--- config.mk ---
export PLATFORM = sky130hd
export DESIGN_NAME = sxr_readout
export DESIGN_NICKNAME = d
export VERILOG_FILES = /design/src/design/sxr_pkg.sv /design/src/design/sxr_readout.sv
export SDC_FILE = /design/constraint.sdc
export NUM_CORES = 1
export LEC_CHECK = 0
export BUFFER_PORTS_ARGS = -buffer_cell sky130_fd_sc_hd__buf_2
export CAP_MARGIN = 0
export CORE_UTILIZATION = 45
export CTS_CLUSTER_DIAMETER = 120
export DETAILED_ROUTE_END_ITERATION = 10
export GPL_TIMING_DRIVEN = 1
export PLACE_DENSITY = 0.76
export SLEW_MARGIN = 20
export SYNTH_ARGS = -nofsm -noshare
export SYNTH_HDL_FRONTEND = slang
export SYNTH_SLANG_ARGS = --single-unit
--- constraint.sdc ---
create_clock -name clock -period 2.59 [get_ports clock]
set_input_delay 0.518 -clock clock [delete_from_list [all_inputs] [get_ports clock]]
set_output_delay 0.518 -clock clock [all_outputs]
set_load 0.05 [all_outputs]
--- src/design/sxr_pkg.sv ---
// Constants, encodings and types for the diagnostic readout block.
// Assumes a single 25 MHz clock domain and one APB slave port.
package sxr_pkg;
   // Serial command opcodes
   localparam logic [7:0] SXR_OP_VERSION = 8'hB5; // Identification read
   localparam logic [6:0] SXR_OP_FAULT_HI = 7'h5C; // Fault read, bank select in bit 0
   localparam logic [7:0] SXR_OP_STATUS = 8'hC0; // Status pin select
   localparam logic [7:0] SXR_OP_CLEAR = 8'hFF; // Clear all fault flags
   localparam int SXR_CFG_ZERO_BIT = 7; // Must be zero in the config byte
   localparam int SXR_CFG_PIN_BIT = 6; // Pin select in the config byte
   localparam int SXR_CFG_SRC_LSB = 4; // Source field low bit
   // Flag positions, bank 0 in bits 7:0, bank 1 in bits 15:8
   localparam int SXR_FL_CMD = 0;
   localparam int SXR_FL_SPK = 1;
   localparam int SXR_FL_TEMP = 2;
   localparam int SXR_FL_SHORT = 3;
   localparam int SXR_FL_FLASH = 4;
   localparam int SXR_FL_WDT = 5;
   localparam int SXR_FL_RSTCNT = 6;
   localparam int SXR_FL_OSC = 7;
   localparam int SXR_FL_WAVE = 8;
   localparam int SXR_FL_BCLK = 12;
   localparam int SXR_FL_FCLK = 13;
   localparam int SXR_FL_AUDIO = 14;
   localparam int SXR_FL_MIX = 15;
   localparam logic [15:0] SXR_FLAG_MASK = 16'hF1FF; // Bank 1 bits 3..1 read zero
   // Status pin sources and reset selection
   localparam logic [1:0] SXR_SRC_BUSY = 2'h0;
   localparam logic [1:0] SXR_SRC_READY = 2'h1;
   localparam logic [1:0] SXR_PIN_A_SRC_RST = 2'h1;
   localparam logic [1:0] SXR_PIN_B_SRC_RST = 2'h0;
   localparam logic [3:0] SXR_MASK_RST = 4'h1;
   // APB map
   localparam logic [7:0] SXR_ADDR_CTRL = 8'h00; // W: bit0 clears all fault flags
   localparam logic [7:0] SXR_ADDR_FLAGS = 8'h04; // R: both flag banks
   localparam logic [7:0] SXR_ADDR_PINCFG = 8'h08; // RW: pin b [13:8], pin a [5:0]
   localparam logic [7:0] SXR_ADDR_INFO = 8'h0C; // R: link state and sound id
   localparam int SXR_PINB_LSB = 8;
   // Serial link state
   typedef enum logic [1:0] {SXR_OPCODE, SXR_REPLY, SXR_CONFIG, SXR_SKIP} sxr_state_e;
endpackage

--- src/design/sxr_readout.sv ---
// Diagnostic readout: version read, fault read, status pin select, fault clear.
// Assumes serial pins synchronous to clock, host shifts MSB first and samples
// the reply on each rising serial clock edge; APB reaches the configuration.
// Detector inputs are level or pulse; each enabled high cycle sets its flag, but watchdog overflows after the first set the reset counter flag.
// Channel activity inputs come from the playback engines, one bit a channel.
// The clock enable freezes every register, serial and bus alike.
// One clock domain only, so there are no synchronisers inside.
// Serial link: chip select low frames a command, data MSB first.
// The reply shifter loads at opcode completion and shifts on each rise.
// APB: setup cycle loads read data, pready is always high.
// Unknown opcodes are ignored; a bad config byte flags a command error.
module sxr_readout (
   input wire logic clock,
   input wire logic rst,
   input wire logic clk_en,
   // Serial command link
   // Sampled by clock, taken as synchronous inputs
   input wire logic cmd_csn,
   input wire logic cmd_sck,
   input wire logic cmd_si,
   output logic cmd_so,
   // Sound data identification
   // Static byte stored with the sound data
   input wire logic [7:0] sound_id_byte,
   // Detection enables, bank 0 and bank 1 layout as the flags
   input wire logic [7:0] fault_enable_a,
   input wire logic [7:0] fault_enable_b,
   // Detector reports
   // Each is active high, level or pulse
   input wire logic bad_cmd_det,
   input wire logic speaker_open_det,
   input wire logic overtemp_det,
   input wire logic output_short_det,
   input wire logic flash_err_det,
   input wire logic watchdog_overflow,
   input wire logic reset_counter_overflow,
   input wire logic osc_stop_det,
   input wire logic wave_diff_det,
   input wire logic bit_clk_det,
   input wire logic frame_clk_det,
   input wire logic audio_in_det,
   input wire logic mix_count_det,
   // Channel activity
   // One bit per channel, level
   input wire logic [3:0] chan_processing,
   input wire logic [3:0] chan_standby,
   input wire logic [3:0] chan_playing,
   // Status outputs
   // All driven from the flops below
   output logic [3:0] cmd_ready_n,
   output logic [3:0] chan_busy_n,
   output logic status_pin_a,
   output logic status_pin_b,
   // APB slave
   // Byte addresses, word aligned, no byte enables
   input wire logic psel,
   input wire logic penable,
   input wire logic pwrite,
   input wire logic [7:0] paddr,
   input wire logic [31:0] pwdata,
   output logic [31:0] prdata,
   output logic pready,
   output logic pslverr
);
   import sxr_pkg::*;

   // Register naming: _reg holds state, _next is its next value
   // All registers share the asynchronous reset and the clock enable
   // Serial engine state
   sxr_state_e state_reg;
   sxr_state_e state_next;
   logic sck_prev_reg; // Last sampled serial clock
   logic [2:0] bit_cnt_reg; // Bits received in current byte
   logic [7:0] rx_reg; // Receive shifter
   logic [7:0] tx_reg; // Reply shifter
   logic [7:0] tx_next;
   // Fault state
   // Bank 0 in bits 7:0, bank 1 in bits 15:8
   logic [15:0] flags_reg;
   logic wdt_seen_reg; // One watchdog overflow already seen
   // Status pin configuration
   // Source and channel mask for each of the two pins
   logic [1:0] src_a_reg;
   logic [1:0] src_b_reg;
   logic [3:0] mask_a_reg;
   logic [3:0] mask_b_reg;

   // Decode of the serial stream
   // A byte completes on the eighth detected rise of the serial clock
   // Opcodes are only decoded in the opcode state, never mid-reply
   // The config byte is judged by its must-be-zero top bit
   wire sck_rise = cmd_sck && !sck_prev_reg;
   wire byte_done = sck_rise && !cmd_csn && (bit_cnt_reg == 3'h7);
   wire [7:0] rx_byte = {rx_reg[6:0], cmd_si};
   wire is_opcode = byte_done && (state_reg == SXR_OPCODE);
   wire op_version = is_opcode && (rx_byte == SXR_OP_VERSION);
   wire op_fault = is_opcode && (rx_byte[7:1] == SXR_OP_FAULT_HI);
   wire op_status = is_opcode && (rx_byte == SXR_OP_STATUS);
   wire op_clear = is_opcode && (rx_byte == SXR_OP_CLEAR);
   wire is_config = byte_done && (state_reg == SXR_CONFIG);
   wire cfg_bad = is_config && rx_byte[SXR_CFG_ZERO_BIT];
   wire cfg_ok = is_config && !rx_byte[SXR_CFG_ZERO_BIT];
   wire [1:0] cfg_src = rx_byte[SXR_CFG_SRC_LSB +: 2];
   wire [3:0] cfg_mask = rx_byte[3:0];

   // Decode of the APB access
   // Setup cycle loads read data; access cycle commits writes
   // Unmapped addresses are refused through pslverr
   // Only writes to the control and pin config words change state
   wire apb_setup = psel && !penable;
   wire apb_write = psel && penable && pwrite;
   wire hit_ctrl = (paddr == SXR_ADDR_CTRL);
   wire hit_flags = (paddr == SXR_ADDR_FLAGS);
   wire hit_pincfg = (paddr == SXR_ADDR_PINCFG);
   wire hit_info = (paddr == SXR_ADDR_INFO);
   wire addr_hit = hit_ctrl || hit_flags || hit_pincfg || hit_info;
   wire sw_clear = apb_write && hit_ctrl && pwdata[0];
   wire sw_cfg = apb_write && hit_pincfg;

   // Fault set terms, each gated by its enable
   // A disabled detector never sets its flag, whatever it reports
   // The second watchdog overflow only counts while the watchdog runs
   // Bank 1 bits 3 to 1 are masked off and always read zero
   wire [15:0] enables = {fault_enable_b, fault_enable_a} & SXR_FLAG_MASK;
   wire wdt_first = watchdog_overflow && !wdt_seen_reg;
   wire wdt_second = watchdog_overflow && wdt_seen_reg;
   logic [15:0] detect;
   always_comb begin
      detect = 16'h0000;
      // Unused bank 1 positions stay zero
      detect[SXR_FL_CMD] = bad_cmd_det || cfg_bad;
      detect[SXR_FL_SPK] = speaker_open_det;
      detect[SXR_FL_TEMP] = overtemp_det;
      detect[SXR_FL_SHORT] = output_short_det;
      detect[SXR_FL_FLASH] = flash_err_det;
      detect[SXR_FL_WDT] = wdt_first;
      detect[SXR_FL_RSTCNT] = reset_counter_overflow || (wdt_second && fault_enable_a[SXR_FL_WDT]);
      detect[SXR_FL_OSC] = osc_stop_det;
      detect[SXR_FL_WAVE] = wave_diff_det;
      detect[SXR_FL_BCLK] = bit_clk_det;
      detect[SXR_FL_FCLK] = frame_clk_det;
      detect[SXR_FL_AUDIO] = audio_in_det;
      detect[SXR_FL_MIX] = mix_count_det;
   end
   wire [15:0] flag_set = detect & enables;
   wire flag_clear = op_clear || sw_clear;
   // Set wins over clear, so a live fault stays flagged
   wire [15:0] flags_next = (flags_reg & ~{16{flag_clear}}) | flag_set;

   // Reply byte chosen when the opcode completes
   // The snapshot keeps the reply steady while flags move
   // Without a new opcode the shifter feeds zeros behind the reply
   wire [7:0] fault_reply = rx_byte[0] ? flags_reg[15:8] : flags_reg[7:0];
   always_comb begin
      // Default: shift the reply one place
      tx_next = {tx_reg[6:0], 1'b0};
      if (op_version) begin
         tx_next = sound_id_byte;
      end else if (op_fault) begin
         tx_next = fault_reply;
      end
   end

   // Next state of the serial engine
   // Opcode state waits for a command byte
   // Reply state lets the host clock out one byte
   // Config state takes the pin select byte
   // Unknown opcodes leave the engine in the opcode state
   always_comb begin
      state_next = state_reg;
      // Moves only at a byte boundary
      if (byte_done) begin
         case (state_reg)
            SXR_OPCODE: begin
               if (op_version || op_fault) begin
                  state_next = SXR_REPLY;
               end else if (op_status) begin
                  state_next = SXR_CONFIG;
               end
            end
            SXR_REPLY: state_next = SXR_OPCODE;
            SXR_CONFIG: state_next = SXR_OPCODE;
            default: state_next = SXR_OPCODE;
         endcase
      end
   end

   // Serial shifter and state, idled by chip select
   // Deselect resets the byte count, so a cut frame leaves no trace
   // The shifters move only on a detected serial clock rise
   always_ff @(posedge clock or posedge rst) begin
      if (rst) begin
         state_reg <= SXR_OPCODE;
         sck_prev_reg <= 1'b0;
         bit_cnt_reg <= 3'h0;
         rx_reg <= 8'h00;
         tx_reg <= 8'h00;
      end else if (clk_en) begin
         // Edge detect sample, kept even while deselected
         sck_prev_reg <= cmd_sck;
         if (cmd_csn) begin
            // Deselect aborts any partial byte
            state_reg <= SXR_OPCODE;
            bit_cnt_reg <= 3'h0;
            tx_reg <= 8'h00;
         end else if (sck_rise) begin
            state_reg <= state_next;
            bit_cnt_reg <= bit_cnt_reg + 3'h1;
            rx_reg <= rx_byte;
            tx_reg <= tx_next;
         end
      end
   end

   // Reply bit always shows the top of the shifter
   // Zero while idle, since deselect empties the shifter
   assign cmd_so = tx_reg[7];

   // Sticky fault flags and watchdog overflow memory
   // Flags only fall on a clear, and a live fault sets them again
   // The seen-overflow bit is forgotten on a clear as well
   // Set wins over clear in the same cycle
   always_ff @(posedge clock or posedge rst) begin
      if (rst) begin
         flags_reg <= 16'h0000;
         wdt_seen_reg <= 1'b0;
      end else if (clk_en) begin
         // Set terms and clear merged in flags_next
         flags_reg <= flags_next;
         if (watchdog_overflow && fault_enable_a[SXR_FL_WDT]) begin
            wdt_seen_reg <= 1'b1;
         end else if (flag_clear) begin
            wdt_seen_reg <= 1'b0;
         end
      end
   end

   // Status pin selection, serial command or APB write
   // Each pin keeps its own source and channel mask
   // A serial update of a pin wins over an APB write in the same cycle
   // An APB write updates both pins, except a pin that takes a serial update that cycle
   wire upd_a = (cfg_ok && !rx_byte[SXR_CFG_PIN_BIT]);
   wire upd_b = (cfg_ok && rx_byte[SXR_CFG_PIN_BIT]);
   always_ff @(posedge clock or posedge rst) begin
      if (rst) begin
         src_a_reg <= SXR_PIN_A_SRC_RST;
         src_b_reg <= SXR_PIN_B_SRC_RST;
         mask_a_reg <= SXR_MASK_RST;
         mask_b_reg <= SXR_MASK_RST;
      end else if (clk_en) begin
         // Pin a update
         if (upd_a) begin
            src_a_reg <= cfg_src;
            mask_a_reg <= cfg_mask;
         end else if (sw_cfg) begin
            src_a_reg <= pwdata[SXR_CFG_SRC_LSB +: 2];
            mask_a_reg <= pwdata[3:0];
         end
         // Pin b update, independent of pin a
         if (upd_b) begin
            src_b_reg <= cfg_src;
            mask_b_reg <= cfg_mask;
         end else if (sw_cfg) begin
            src_b_reg <= pwdata[SXR_PINB_LSB + SXR_CFG_SRC_LSB +: 2];
            mask_b_reg <= pwdata[SXR_PINB_LSB +: 4];
         end
      end
   end

   // Channel indications from channel activity
   // Both indications are active low, one bit per channel
   wire [3:0] ready_n_next = ~(chan_processing | chan_standby);
   wire [3:0] busy_n_next = ~(chan_processing | chan_playing);
   wire any_fault = |flags_reg;

   // Pin level for one source and channel mask
   // Source 00 busy, 01 ready, 10 or 11 fault
   // With busy or ready as source, an empty channel mask leaves the pin high
   function automatic logic pin_level(input logic [1:0] src, input logic [3:0] mask,
                                      input logic [3:0] busy_n, input logic [3:0] ready_n,
                                      input logic fault);
      logic lvl;
      lvl = fault;
      if (src == SXR_SRC_BUSY) begin
         lvl = &(busy_n | ~mask);
      end else if (src == SXR_SRC_READY) begin
         lvl = &(ready_n | ~mask);
      end
      return lvl;
   endfunction

   // Registered status outputs
   // Outputs lag the channel inputs by one clock
   // Reset shows no activity and no fault, so every output idles high
   always_ff @(posedge clock or posedge rst) begin
      if (rst) begin
         cmd_ready_n <= 4'hF;
         chan_busy_n <= 4'hF;
         status_pin_a <= 1'b1;
         status_pin_b <= 1'b1;
      end else if (clk_en) begin
         cmd_ready_n <= ready_n_next;
         chan_busy_n <= busy_n_next;
         status_pin_a <= pin_level(src_a_reg, mask_a_reg, busy_n_next, ready_n_next, any_fault);
         status_pin_b <= pin_level(src_b_reg, mask_b_reg, busy_n_next, ready_n_next, any_fault);
      end
   end

   // Read data mux for APB
   // Writable and read-only words share one mux
   // Unmapped addresses read as zero
   logic [31:0] rdata_next;
   always_comb begin
      rdata_next = 32'h0000_0000;
      // Flag word, pin config or info, else zero
      if (hit_flags) begin
         rdata_next[15:0] = flags_reg;
      end else if (hit_pincfg) begin
         rdata_next[SXR_CFG_SRC_LSB +: 2] = src_a_reg;
         rdata_next[3:0] = mask_a_reg;
         rdata_next[SXR_PINB_LSB + SXR_CFG_SRC_LSB +: 2] = src_b_reg;
         rdata_next[SXR_PINB_LSB +: 4] = mask_b_reg;
      end else if (hit_info) begin
         rdata_next[7:0] = sound_id_byte;
         rdata_next[SXR_PINB_LSB +: 2] = state_reg;
         rdata_next[SXR_PINB_LSB + 4 +: 3] = bit_cnt_reg;
      end
   end

   // Read data captured in the setup cycle
   // Read data then stands through the access cycle
   always_ff @(posedge clock or posedge rst) begin
      if (rst) begin
         prdata <= 32'h0000_0000;
      end else if (clk_en && apb_setup) begin
         prdata <= rdata_next;
      end
   end

   // Slave always answers in the first access cycle
   // No wait states, so pready is constant
   assign pready = 1'b1;
   assign pslverr = psel && penable && !addr_hit;
endmodule

==> impl_metrics.py, run 1 <==
metrics = {
    "run_status": {
        "outcome": "complete, no violations",
    },
    "cts": {
        "cts_hold_buf": 0,
        "insertion_delay_ns": 0.35,
        "cts_resized": 0,
        "post-cts-setup-buffer-count": 0,
        "cts_tree": "done",
        "clock_path_buffers": 2,
        "cts_sinks": 76,
        "root_buffer": "clkbuf_8",
        "cts_inserted_buffers": 9,
        "cts.clk_slew.worst_paths_ns": 0.08,
        "cts_max_level": 3,
    },
    "critical_path": {
        "path_max_fanout": 7,
        "start_kind": "flop",
        "path_buf_inv": 0,
        "path_cells": "ha_1 -> ha_1 -> nand4bb_1 -> or4_4 -> o21ai_1 -> o21ai_1",
        "arrival_ns": 2.37,
        "rr_worst_depth": 6,
        "worstSetupPathType": "flop to flop",
        "crit_path_end_kind": "flop",
        "r2r_end": "tx_reg[1]",
        "worst-endpoint-required_ns": 2.82,
        "max_stage_delay_ns": 0.66,
        "crit_family": "simple AND/OR/NAND/NOR gates",
        "worstReg2RegStart": "bit_cnt_reg[1]",
        "reg2reg_slack_ns": 0.44,
        "slowest_stage": "or4_4",
    },
    "synth": {
        "synthFlopType": "dfrtp_1",
        "async_reset_ff_frac": 1.00,
        "syn_inst": 420,
        "synth-seq-area-share": 0.470,
        "synth_common_cells": "dfrtp_1, nand2_1, o21ai_1, nor2_1, mux2i_1",
        "synth_top_cell_by_area": "dfrtp_1",
        "synth_area_per_cell_um2": 9.71,
        "synth_edf_count": 0,
        "synth_cell_types": 52,
        "yosys-top-cells-area": "dfrtp_1, dfstp_2, mux2i_1, o21ai_1, nand2_1",
        "ys_warn_count": 0,
        "yosysMostFrequentCell": "dfrtp_1",
        "syn_area_um2": 4080,
        "ys_seq_elements": 76,
        "yosysTopAreaCellShare": 0.387,
    },
    "sta": {
        "fin_setup_tns_ns": 0,
        "rsz0062_at_grt": "no",
        "min_period_over_period": 0.828,
        "max_freq_ghz": 0.466,
        "hold_viol_final": 0,
        "setup_ws_ns": 0.444,
        "tightest_slew_ns": 0.754,
        "fin_crit_ns": 2.15,
        "clock_skew_ns": 0.00985,
        "finalSetupViolations": 0,
        "drv_slew": 0,
        "max_slew_margin": 0.494,
    },
    "die": {
        "io_pins": 143,
        "dieArea_um2": 9450,
        "std_cell_rows": 34,
        "core_um2": 8760,
        "start_util": 0.465,
        "die_x_um": 97.2,
        "die_h_um": 97.2,
    },
    "route": {
        "drt_drc_violations_left": 0,
        "routed.top_layer": "met4",
        "first_pass_iters": 5,
        "wirelength_um": 10500,
        "ant_nets": 0,
        "wl_met3_um": 682,
        "wl_met2_um": 5000,
        "drt_iter0_drc": 258,
        "via_per_inst": 5.63,
        "vias": 3541,
        "routedWlPerCell_um": 16.8,
        "wl_met1_um": 4670,
    },
    "hold_path": {
        "min_path_type": "input pin to asynchronous set/reset pin",
    },
    "global_route": {
        "grt_pass1_vias": 3438,
        "grt_pass1_wl_um": 17000,
        "grt_usage": 0.226,
        "grt_max_degree": 48,
        "grt_overflow": 0,
        "antenna_found_initial": 0,
    },
    "placed_design": {
        "numPortBuffers": 102,
        "place_ws_ns": 0.419,
        "gp_congestion": 0.901,
        "placed_cells": 613,
        "dpl.hpwl_um": 7910,
    },
    "cells_and_area": {
        "fillers": 773,
        "diodes": 0,
        "nNetsFinal": 616,
        "area_delta_synth_final_pct": 18.9,
        "finalNonFillerCells": 629,
        "drive_gt1_frac": 0.288,
    },
    "power": {
        "leakage_nw": 2.29,
        "power_density_nw_per_um2": 589,
        "power_mw": 2.85,
        "vdd_drop_max_mv": 0.248,
    },
    "job": {
        "cap_violations": 0,
    },
}
-- how the worst max path moves through the flow --
stage / startpoint / to / slack [ns] / cells after the start
3_5_place_dp: paddr[5] / mask_b_reg[1] / 0.42 / 6
3_3_place_gp: paddr[5] / src_a_reg[1] / 0.47 / 6
6_report: bit_cnt_reg[1] / tx_reg[1] / 0.44 / 6
5_1_grt: bit_cnt_reg[1] / tx_reg[7] / 0.31 / 6
4_1_cts: paddr[5] / pslverr / 0.45 / 6
2_1_floorplan: rst / bit_cnt_reg[0] / 0.16 / 1
-- final cells by class --
class | instances | area, um^2 | share of cell area
clock buffers | 12 | 145 | 0.0299
clock inverters | 4 | 73.8 | 0.0152
inverters | 16 | 60.1 | 0.0124
multi-input cells | 302 | 1930 | 0.397
flip-flops and latches | 76 | 1920 | 0.396
well taps | 108 | 135 | 0.0279
repair buffers | 111 | 591 | 0.122
-- report_power, final --
| part | internal, mW | switching (mW) | leakage [nW] |
|---|---|---|---|
| registers | 1.25 | 0.112 | 0.935 |
| logic | 0.170 | 0.315 | 1.24 |
| clock network | 0.570 | 0.432 | 0.111 |
-- through the flow --
stage / area (um^2) / hold slack [ns] / utilization
5_1_grt: 4850 / 0.324 / 0.553
3_3_place_gp: 4630 / 0.456 / 0.528
4_1_cts: 4850 / 0.284 / 0.553
6_report: 4850 / 0.258 / 0.553
3_5_place_dp: 4630 / 0.456 / 0.528
2_1_floorplan: 4140 / 0.438 / -
-- metal layers --
| layer | vias to the layer above | track usage |
|---|---|---|
| met2 | 135 | 0.365 |
| met4 | 0 | 0.0735 |
| met1 | 1685 | 0.307 |
| li1 | 1701 | - |
| met5 | - | 0 |
| met3 | 20 | 0.0446 |
-- cell usage in the layout, fill, tap and decap left out, types with 2 or more instances in the layout --
cell       synthesis  routed
clkbuf_1          19       2
nand3b_1           2       2
and4_1             3       3
nand3_1            2       2
a22oi_1            4       4
mux2_2             4       4
nand4bb_1          3       3
nor2b_1            3       3
a32o_1            11      11
bufinv_16          0       2
a21oi_1           17      17
o21ai_1           32      32
o2bb2ai_1          3       3
mux2i_1           21      21
nor3b_2            2       2
a31oi_1            2       2
o21ai_0           17      17
dfstp_2           13      13
and3_1             2       2
dfrtp_1           63      63
buf_4             17       8
ha_1               2       2
o31ai_1           12      12
nor3_1            13      13
and3b_1            2       2
inv_1             15      14
or3_1              2       2
nand4_1            7       7
a2bb2oi_1          7       7
nor2_1            25      25
inv_2              1       2
nor4_1             7       7
clkbuf_8           0      10
buf_2              4     102
mux2_1             7       7
and2_1             4       4
a211oi_1          12      12
conb_1             2      17
nand2_1           42      42
a22o_1             2       2
-- logic make-up after synthesis --
family | count (synthesis) | synth area share
AO/OA/AOI/OAI | 123 | 0.196
adder cells (fa/ha/maj) | 2 | 0.00613
buffers and inverters | 57 | 0.0712
flip-flops | 76 | 0.470
multiplexers | 32 | 0.0819
other | 2 | 0.00184
AND/OR/NAND/NOR | 128 | 0.172
(Power assumes the default switching activity.)
==> run 2, diff against run 1 <==
--- a/config.mk
+++ b/config.mk
@@ -5,13 +5,14 @@
 export SDC_FILE = /design/constraint.sdc
 export NUM_CORES = 1
 export LEC_CHECK = 0
+export ABC_AREA = 1
 export BUFFER_PORTS_ARGS = -buffer_cell sky130_fd_sc_hd__buf_2
 export CAP_MARGIN = 0
-export CORE_UTILIZATION = 45
+export CORE_UTILIZATION = 52
 export CTS_CLUSTER_DIAMETER = 120
 export DETAILED_ROUTE_END_ITERATION = 10
 export GPL_TIMING_DRIVEN = 1
-export PLACE_DENSITY = 0.76
+export PLACE_DENSITY = 0.81
 export SLEW_MARGIN = 20
 export SYNTH_ARGS = -nofsm -noshare
 export SYNTH_HDL_FRONTEND = slang
==> constraint.sdc (replaced) <==
create_clock -name clock -period 2 [get_ports clock]
set_input_delay 0.4 -clock clock [delete_from_list [all_inputs] [get_ports clock]]
set_output_delay 0.4 -clock clock [all_outputs]
set_load 0.05 [all_outputs]
==> run 2 against run 1 <==
Against the previous run:
- hold slack worse by 0.25 ns
- clock skew down 0.0049 ns
- critical endpoint is now flags_reg[11]
- non-clock buffer count up 3
- register-to-register slack worse by 0.29 ns
- final cell count up 35%
- worst setup slack worse by 0.29 ns
- design area up 9.1%
- first-iteration DRC count up 12%
- clock power up 10%
- global-route usage up 5.1 points
- wire length up 14%
==> impl_metrics.py, run 2 <==
metrics = {
    "critical_path": {
        "r2r_end": "flags_reg[11]",
        "worst-endpoint-required_ns": 2.24,
        "crit_path_end_kind": "flop",
        "worstSetupPathType": "flop to flop",
        "crit_end": "flags_reg[11]",
        "start_kind": "flop",
        "path_max_fanout": 15,
        "arrival_ns": 2.09,
        "worstReg2RegStart": "bit_cnt_reg[0]",
        "crit_start": "bit_cnt_reg[0]",
        "reg2reg_slack_ns": 0.15,
        "rr_worst_depth": 9,
    },
    "global_route": {
        "met1_usage": 0.376,
        "grt.busiest_layer": "met2",
        "grt_pass1_wl_um": 19200,
        "antenna_found_initial": 0,
        "grt_usage": 0.277,
        "met3_usage": 0.0423,
        "grt_max_degree": 32,
        "grt_util_met2": 0.470,
        "grt_pass1_vias": 4045,
        "grt_overflow": 0,
    },
    "cells_and_area": {
        "drive_gt1_frac": 0.238,
        "utilization": 0.634,
        "layout_commonest_cell": "nand2_1",
        "area_delta_synth_final_pct": 16.1,
        "nNetsFinal": 839,
        "diodes": 0,
        "stdcell_area_um2": 5290,
        "layout_common_cells": "nand2_1, buf_2, dfrtp_1",
    },
    "synth": {
        "async_reset_ff_frac": 1.00,
        "synth-seq-area-share": 0.421,
        "syn_inst": 638,
        "yosysMostFrequentCell": "nand2_1",
        "synth_common_cells": "nand2_1, dfrtp_1, nand3_1, inv_1, nor2_1",
        "synthFlopType": "dfrtp_1",
        "synth_cell_types": 35,
        "syn_area_um2": 4560,
        "ys_seq_elements": 76,
        "yosysTopAreaCellShare": 0.346,
        "synth_area_per_cell_um2": 7.14,
        "yosys-top-cells-area": "dfrtp_1, nand2_1, dfstp_2, nand3_1, inv_1",
        "synth_top_cell_by_area": "dfrtp_1",
        "ys_warn_count": 0,
        "synth_edf_count": 0,
    },
    "die": {
        "die_h_um": 95.6,
        "core_um2": 8340,
        "io_pins": 143,
        "start_util": 0.546,
        "die_x_um": 95.6,
        "std_cell_rows": 33,
        "dieArea_um2": 9140,
    },
    "placed_design": {
        "numPortBuffers": 102,
        "place_ws_ns": 0.192,
        "placed_area_um2": 5110,
        "dpl.hpwl_um": 9170,
        "gp_congestion": 0.903,
    },
    "sta": {
        "hold_ws_ns": 0.00839,
        "max_freq_ghz": 0.541,
        "min_period_over_period": 0.924,
        "rsz0062_at_grt": "no",
        "clock_skew_ns": 0.00497,
        "setup_ws_ns": 0.152,
        "fin_crit_ns": 1.85,
        "fin_setup_tns_ns": 0,
        "finalSetupViolations": 0,
        "hold_viol_final": 0,
        "drv_slew": 0,
    },
    "power": {
        "p_seq_frac": 0.500,
        "p_sw_frac": 0.332,
        "vdd_drop_max_mv": 0.428,
        "power.switching_mw": 1.15,
        "internal_power_mw": 2.32,
        "power_density_nw_per_um2": 656,
        "pwr-share-comb": 0.182,
        "leakage_nw": 2.98,
        "power_frac_clock": 0.317,
    },
    "route": {
        "first_pass_iters": 5,
        "drt_iter0_drc": 289,
        "drt_drc_violations_left": 0,
        "routedWlPerCell_um": 14.1,
        "ant_nets": 0,
        "vias": 4429,
        "wirelength_um": 12000,
        "via_per_inst": 5.22,
    },
    "cts": {
        "cts_max_level": 3,
        "post-cts-setup-buffer-count": 0,
        "root_buffer": "clkbuf_8",
        "cts_hold_buf": 0,
        "cts_sinks": 76,
        "cts_tree": "done",
        "insertion_delay_ns": 0.35,
        "cts_resized": 0,
        "cts.clk_slew.worst_paths_ns": 0.08,
        "clock_path_buffers": 2,
        "cts_inserted_buffers": 9,
    },
    "job": {
        "cap_violations": 0,
    },
    "run_status": {
        "outcome": "complete, no violations",
    },
    "hold_path": {
        "min_path_type": "input pin to asynchronous set/reset pin",
    },
}
==> run 2: cell types whose count changed after synthesis, moves of 19 or more <==
cell,before,now
inv_1,15,49
nand2_1,42,244
nor2_1,25,44
o21ai_1,32,2
mux2i_1,21,0
nand3_1,2,56
==> run 2: kinds of logic (layout without fill, tap and decap cells) <==
kind of cell | after synthesis | after routing | share of synthesized area
simple gates | 400 | 400 | 0.396
buf+inv | 99 | 190 | 0.105
flops | 76 | 76 | 0.421
compound gates | 59 | 59 | 0.0706
fa+ha+maj | 2 | 2 | 0.00549
other cells | 2 | 17 | 0.00165
==> run 2: routing by layer <==
layer  share of wire  vias to the layer above
met1            0.44                     2028
met3           0.071                       16
met5               0                        -
met2            0.48                      180
met4           0.010                        0
li1                -                     2205
==> run 2: how the worst min path moves through the flow <==
stage	end	cells past startpoint
after global placement	tx_reg[7]	2
after detailed placement	tx_reg[7]	2
after global routing	tx_reg[7]	2
after CTS	tx_reg[7]	2
after floorplan	flags_reg[15]	2
final	tx_reg[7]	2
==> run 2: layout make-up <==
class | instances | area, um^2
clock inverter | 3 | 21.3
timing repair buffer | 114 | 613
multi-input combinational | 478 | 2220
tap | 105 | 131
fill | 782 | 3050
sequential | 76 | 1920
inverter | 60 | 229
clock buffer | 13 | 159
==> run 2: stage by stage <==
stage	instances	power (mW)
finish	849	3.47
global placement	833	2.37
detailed placement	833	2.39
floorplan	653	2.22
CTS	849	3.48
global route	849	3.62
==> run 2: power groups by stage <==
stage               sequential, mW  clock (mW)  combinational [mW]
finish                        1.74        1.10               0.633
global route                  1.75        1.17               0.698
CTS                           1.73        1.11               0.633
detailed placement            1.76           0               0.631
global placement              1.76           0               0.617
floorplan                     1.82           0               0.400
==> run 2: worst max-delay path, cell delays in order, from the launching register on <==
cell and delay (ns):
dfrtp_1 0.40, ha_1 0.17, ha_1 0.23, inv_1 0.10, nor2_4 0.16, nand2_1 0.06
o21ai_1 0.18, nand2_2 0.22, inv_1 0.17, nor2_1 0.05
==> run 3, diff against run 2 <==
--- a/config.mk
+++ b/config.mk
@@ -8,11 +8,12 @@
 export ABC_AREA = 1
 export BUFFER_PORTS_ARGS = -buffer_cell sky130_fd_sc_hd__buf_2
 export CAP_MARGIN = 0
-export CORE_UTILIZATION = 52
+export CORE_ASPECT_RATIO = 2
+export CORE_UTILIZATION = 56
 export CTS_CLUSTER_DIAMETER = 120
 export DETAILED_ROUTE_END_ITERATION = 10
 export GPL_TIMING_DRIVEN = 1
-export PLACE_DENSITY = 0.81
+export PLACE_DENSITY = 0.86
 export SLEW_MARGIN = 20
 export SYNTH_ARGS = -nofsm -noshare
 export SYNTH_HDL_FRONTEND = slang
==> constraint.sdc (replaced) <==
create_clock -name clock -period 2.13 [get_ports clock]
set_input_delay 0.426 -clock clock [delete_from_list [all_inputs] [get_ports clock]]
set_output_delay 0.426 -clock clock [all_outputs]
set_load 0.05 [all_outputs]
==> run 3 against run 2 <==
Against the previous run:
- sequential share of layout area is 0.80 points lower
- critical path depth stayed put
- total power rose by 15%
- register-to-register slack better by 0.06 ns
- design area grew 2.3%
- highest routed layer unchanged
==> impl_metrics.py, run 3 (synthesized netlist as in run 2, its figures left out) <==
metrics = {
    "cts": {
        "post-cts-setup-buffer-count": 0,
        "cts.clk_slew.worst_paths_ns": 0.06,
        "cts_tree": "done",
        "cts_resized": 0,
        "cts_max_level": 3,
        "cts_hold_buf": 0,
        "root_buffer": "clkbuf_16",
        "cts_inserted_buffers": 9,
        "insertion_delay_ns": 0.34,
        "cts_sinks": 76,
        "clock_path_buffers": 2,
    },
    "route": {
        "wirelength_um": 12900,
        "drt_drc_violations_left": 0,
        "ant_nets": 0,
        "via_per_inst": 5.53,
        "first_pass_iters": 5,
        "drt_iter0_drc": 383,
        "vias": 4619,
        "routedWlPerCell_um": 15.4,
    },
    "cells_and_area": {
        "drive_gt1_frac": 0.235,
        "layout_commonest_cell": "nand2_1",
        "nNetsFinal": 835,
        "diodes": 0,
        "finalNonFillerCells": 836,
        "area_delta_synth_final_pct": 18.8,
        "stdcell_area_um2": 5410,
        "fillers": 682,
        "layout_common_cells": "nand2_1, buf_2, dfrtp_1",
    },
    "sta": {
        "hold_viol_final": 0,
        "finalSetupViolations": 0,
        "rsz0062_at_grt": "no",
        "fin_setup_tns_ns": 0,
        "hold_ws_ns": 0.192,
        "drv_slew": 0,
        "tightest_slew_ns": 0.528,
        "max_freq_ghz": 0.521,
        "fin_crit_ns": 1.92,
        "clock_skew_ns": 0.00681,
        "max_slew_margin": 0.644,
        "min_period_over_period": 0.901,
    },
    "critical_path": {
        "worst-endpoint-required_ns": 2.36,
        "reg2reg_slack_ns": 0.21,
        "worstSetupPathType": "flop to flop",
        "r2r_end": "flags_reg[10]",
        "crit_start": "bit_cnt_reg[0]",
        "crit_end": "flags_reg[10]",
        "rr_worst_depth": 9,
        "path_max_fanout": 15,
        "worstReg2RegStart": "bit_cnt_reg[0]",
        "arrival_ns": 2.15,
        "start_kind": "flop",
        "crit_path_end_kind": "flop",
    },
    "global_route": {
        "grt_pass1_vias": 4259,
        "grt_usage": 0.319,
        "grt_max_degree": 77,
        "grt_overflow": 0,
        "grt_pass1_wl_um": 20100,
        "antenna_found_initial": 0,
    },
    "die": {
        "core_um2": 7890,
        "start_util": 0.578,
        "std_cell_rows": 46,
        "die_x_um": 65.8,
        "die_h_um": 130,
        "io_pins": 143,
        "dieArea_um2": 8520,
    },
    "run_status": {
        "outcome": "complete, no violations",
    },
    "placed_design": {
        "placed_cells": 820,
        "placed_area_um2": 5070,
        "gp_congestion": 0.938,
        "dpl.hpwl_um": 9640,
        "numPortBuffers": 102,
    },
    "power": {
        "vdd_drop_max_mv": 0.611,
        "power_density_nw_per_um2": 738,
        "leakage_nw": 3.04,
    },
    "job": {
        "cap_violations": 0,
    },
    "hold_path": {
        "min_path_type": "input pin to asynchronous set/reset pin",
    },
}
==> run 3: final cells by class <==
cell class	instances	area (um^2)	area share
clock buffer	10	229	0.0423
sequential	76	1920	0.354
clock inverter	6	113	0.0208
multi-input combinational	478	2220	0.410
tap	96	120	0.0222
timing repair buffer	110	583	0.108
inverter	60	229	0.0423
==> run 3: where the power goes <==
group | total, mW | switching (mW) | leakage [nW] | internal [mW]
Combinational | 0.601 | 0.441 | 1.96 | 0.160
Clock | 1.75 | 0.602 | 0.167 | 1.15
Sequential | 1.64 | 0.110 | 0.911 | 1.53
==> run 3: critical path: stages, from the launching register on <==
cell,delay [ns]
dfrtp_1,0.43
ha_1,0.18
ha_1,0.22
inv_1,0.10
nor2_4,0.17
nand2_1,0.07
o21ai_1,0.18
nand2_2,0.22
inv_1,0.17
nor2_1,0.06
==> run 3: metrics by stage <==
stage,util,power (mW),setup WS (ns)
floorplan,-,2.09,0.289
global placement,0.643,2.24,0.312
detailed placement,0.643,2.26,0.253
CTS,0.686,4.00,0.219
global route,0.686,4.12,0.0793
finish,0.686,3.99,0.210
==> run 3: routing by layer <==
metal	vias up	GRT usage	routed length, um
li1	2203	-	-
met1	2154	0.347	4560
met2	207	0.561	6990
met3	55	0.0449	557
met4	0	0.208	742
met5	-	0	0
==> run 3: worst min path at each step <==
stage	startpoint	to	slack, ns	depth (start not counted)
after floorplan	flags_reg[15]	flags_reg[15]	0.44	2
after global placement	wdt_seen_reg	wdt_seen_reg	0.45	2
after detailed placement	cmd_ready_n[2]	cmd_ready_n[2]	0.46	2
after CTS	rst	flags_reg[13]	0.21	3
after global routing	rst	flags_reg[13]	0.23	3
final	rst	flags_reg[7]	0.19	3
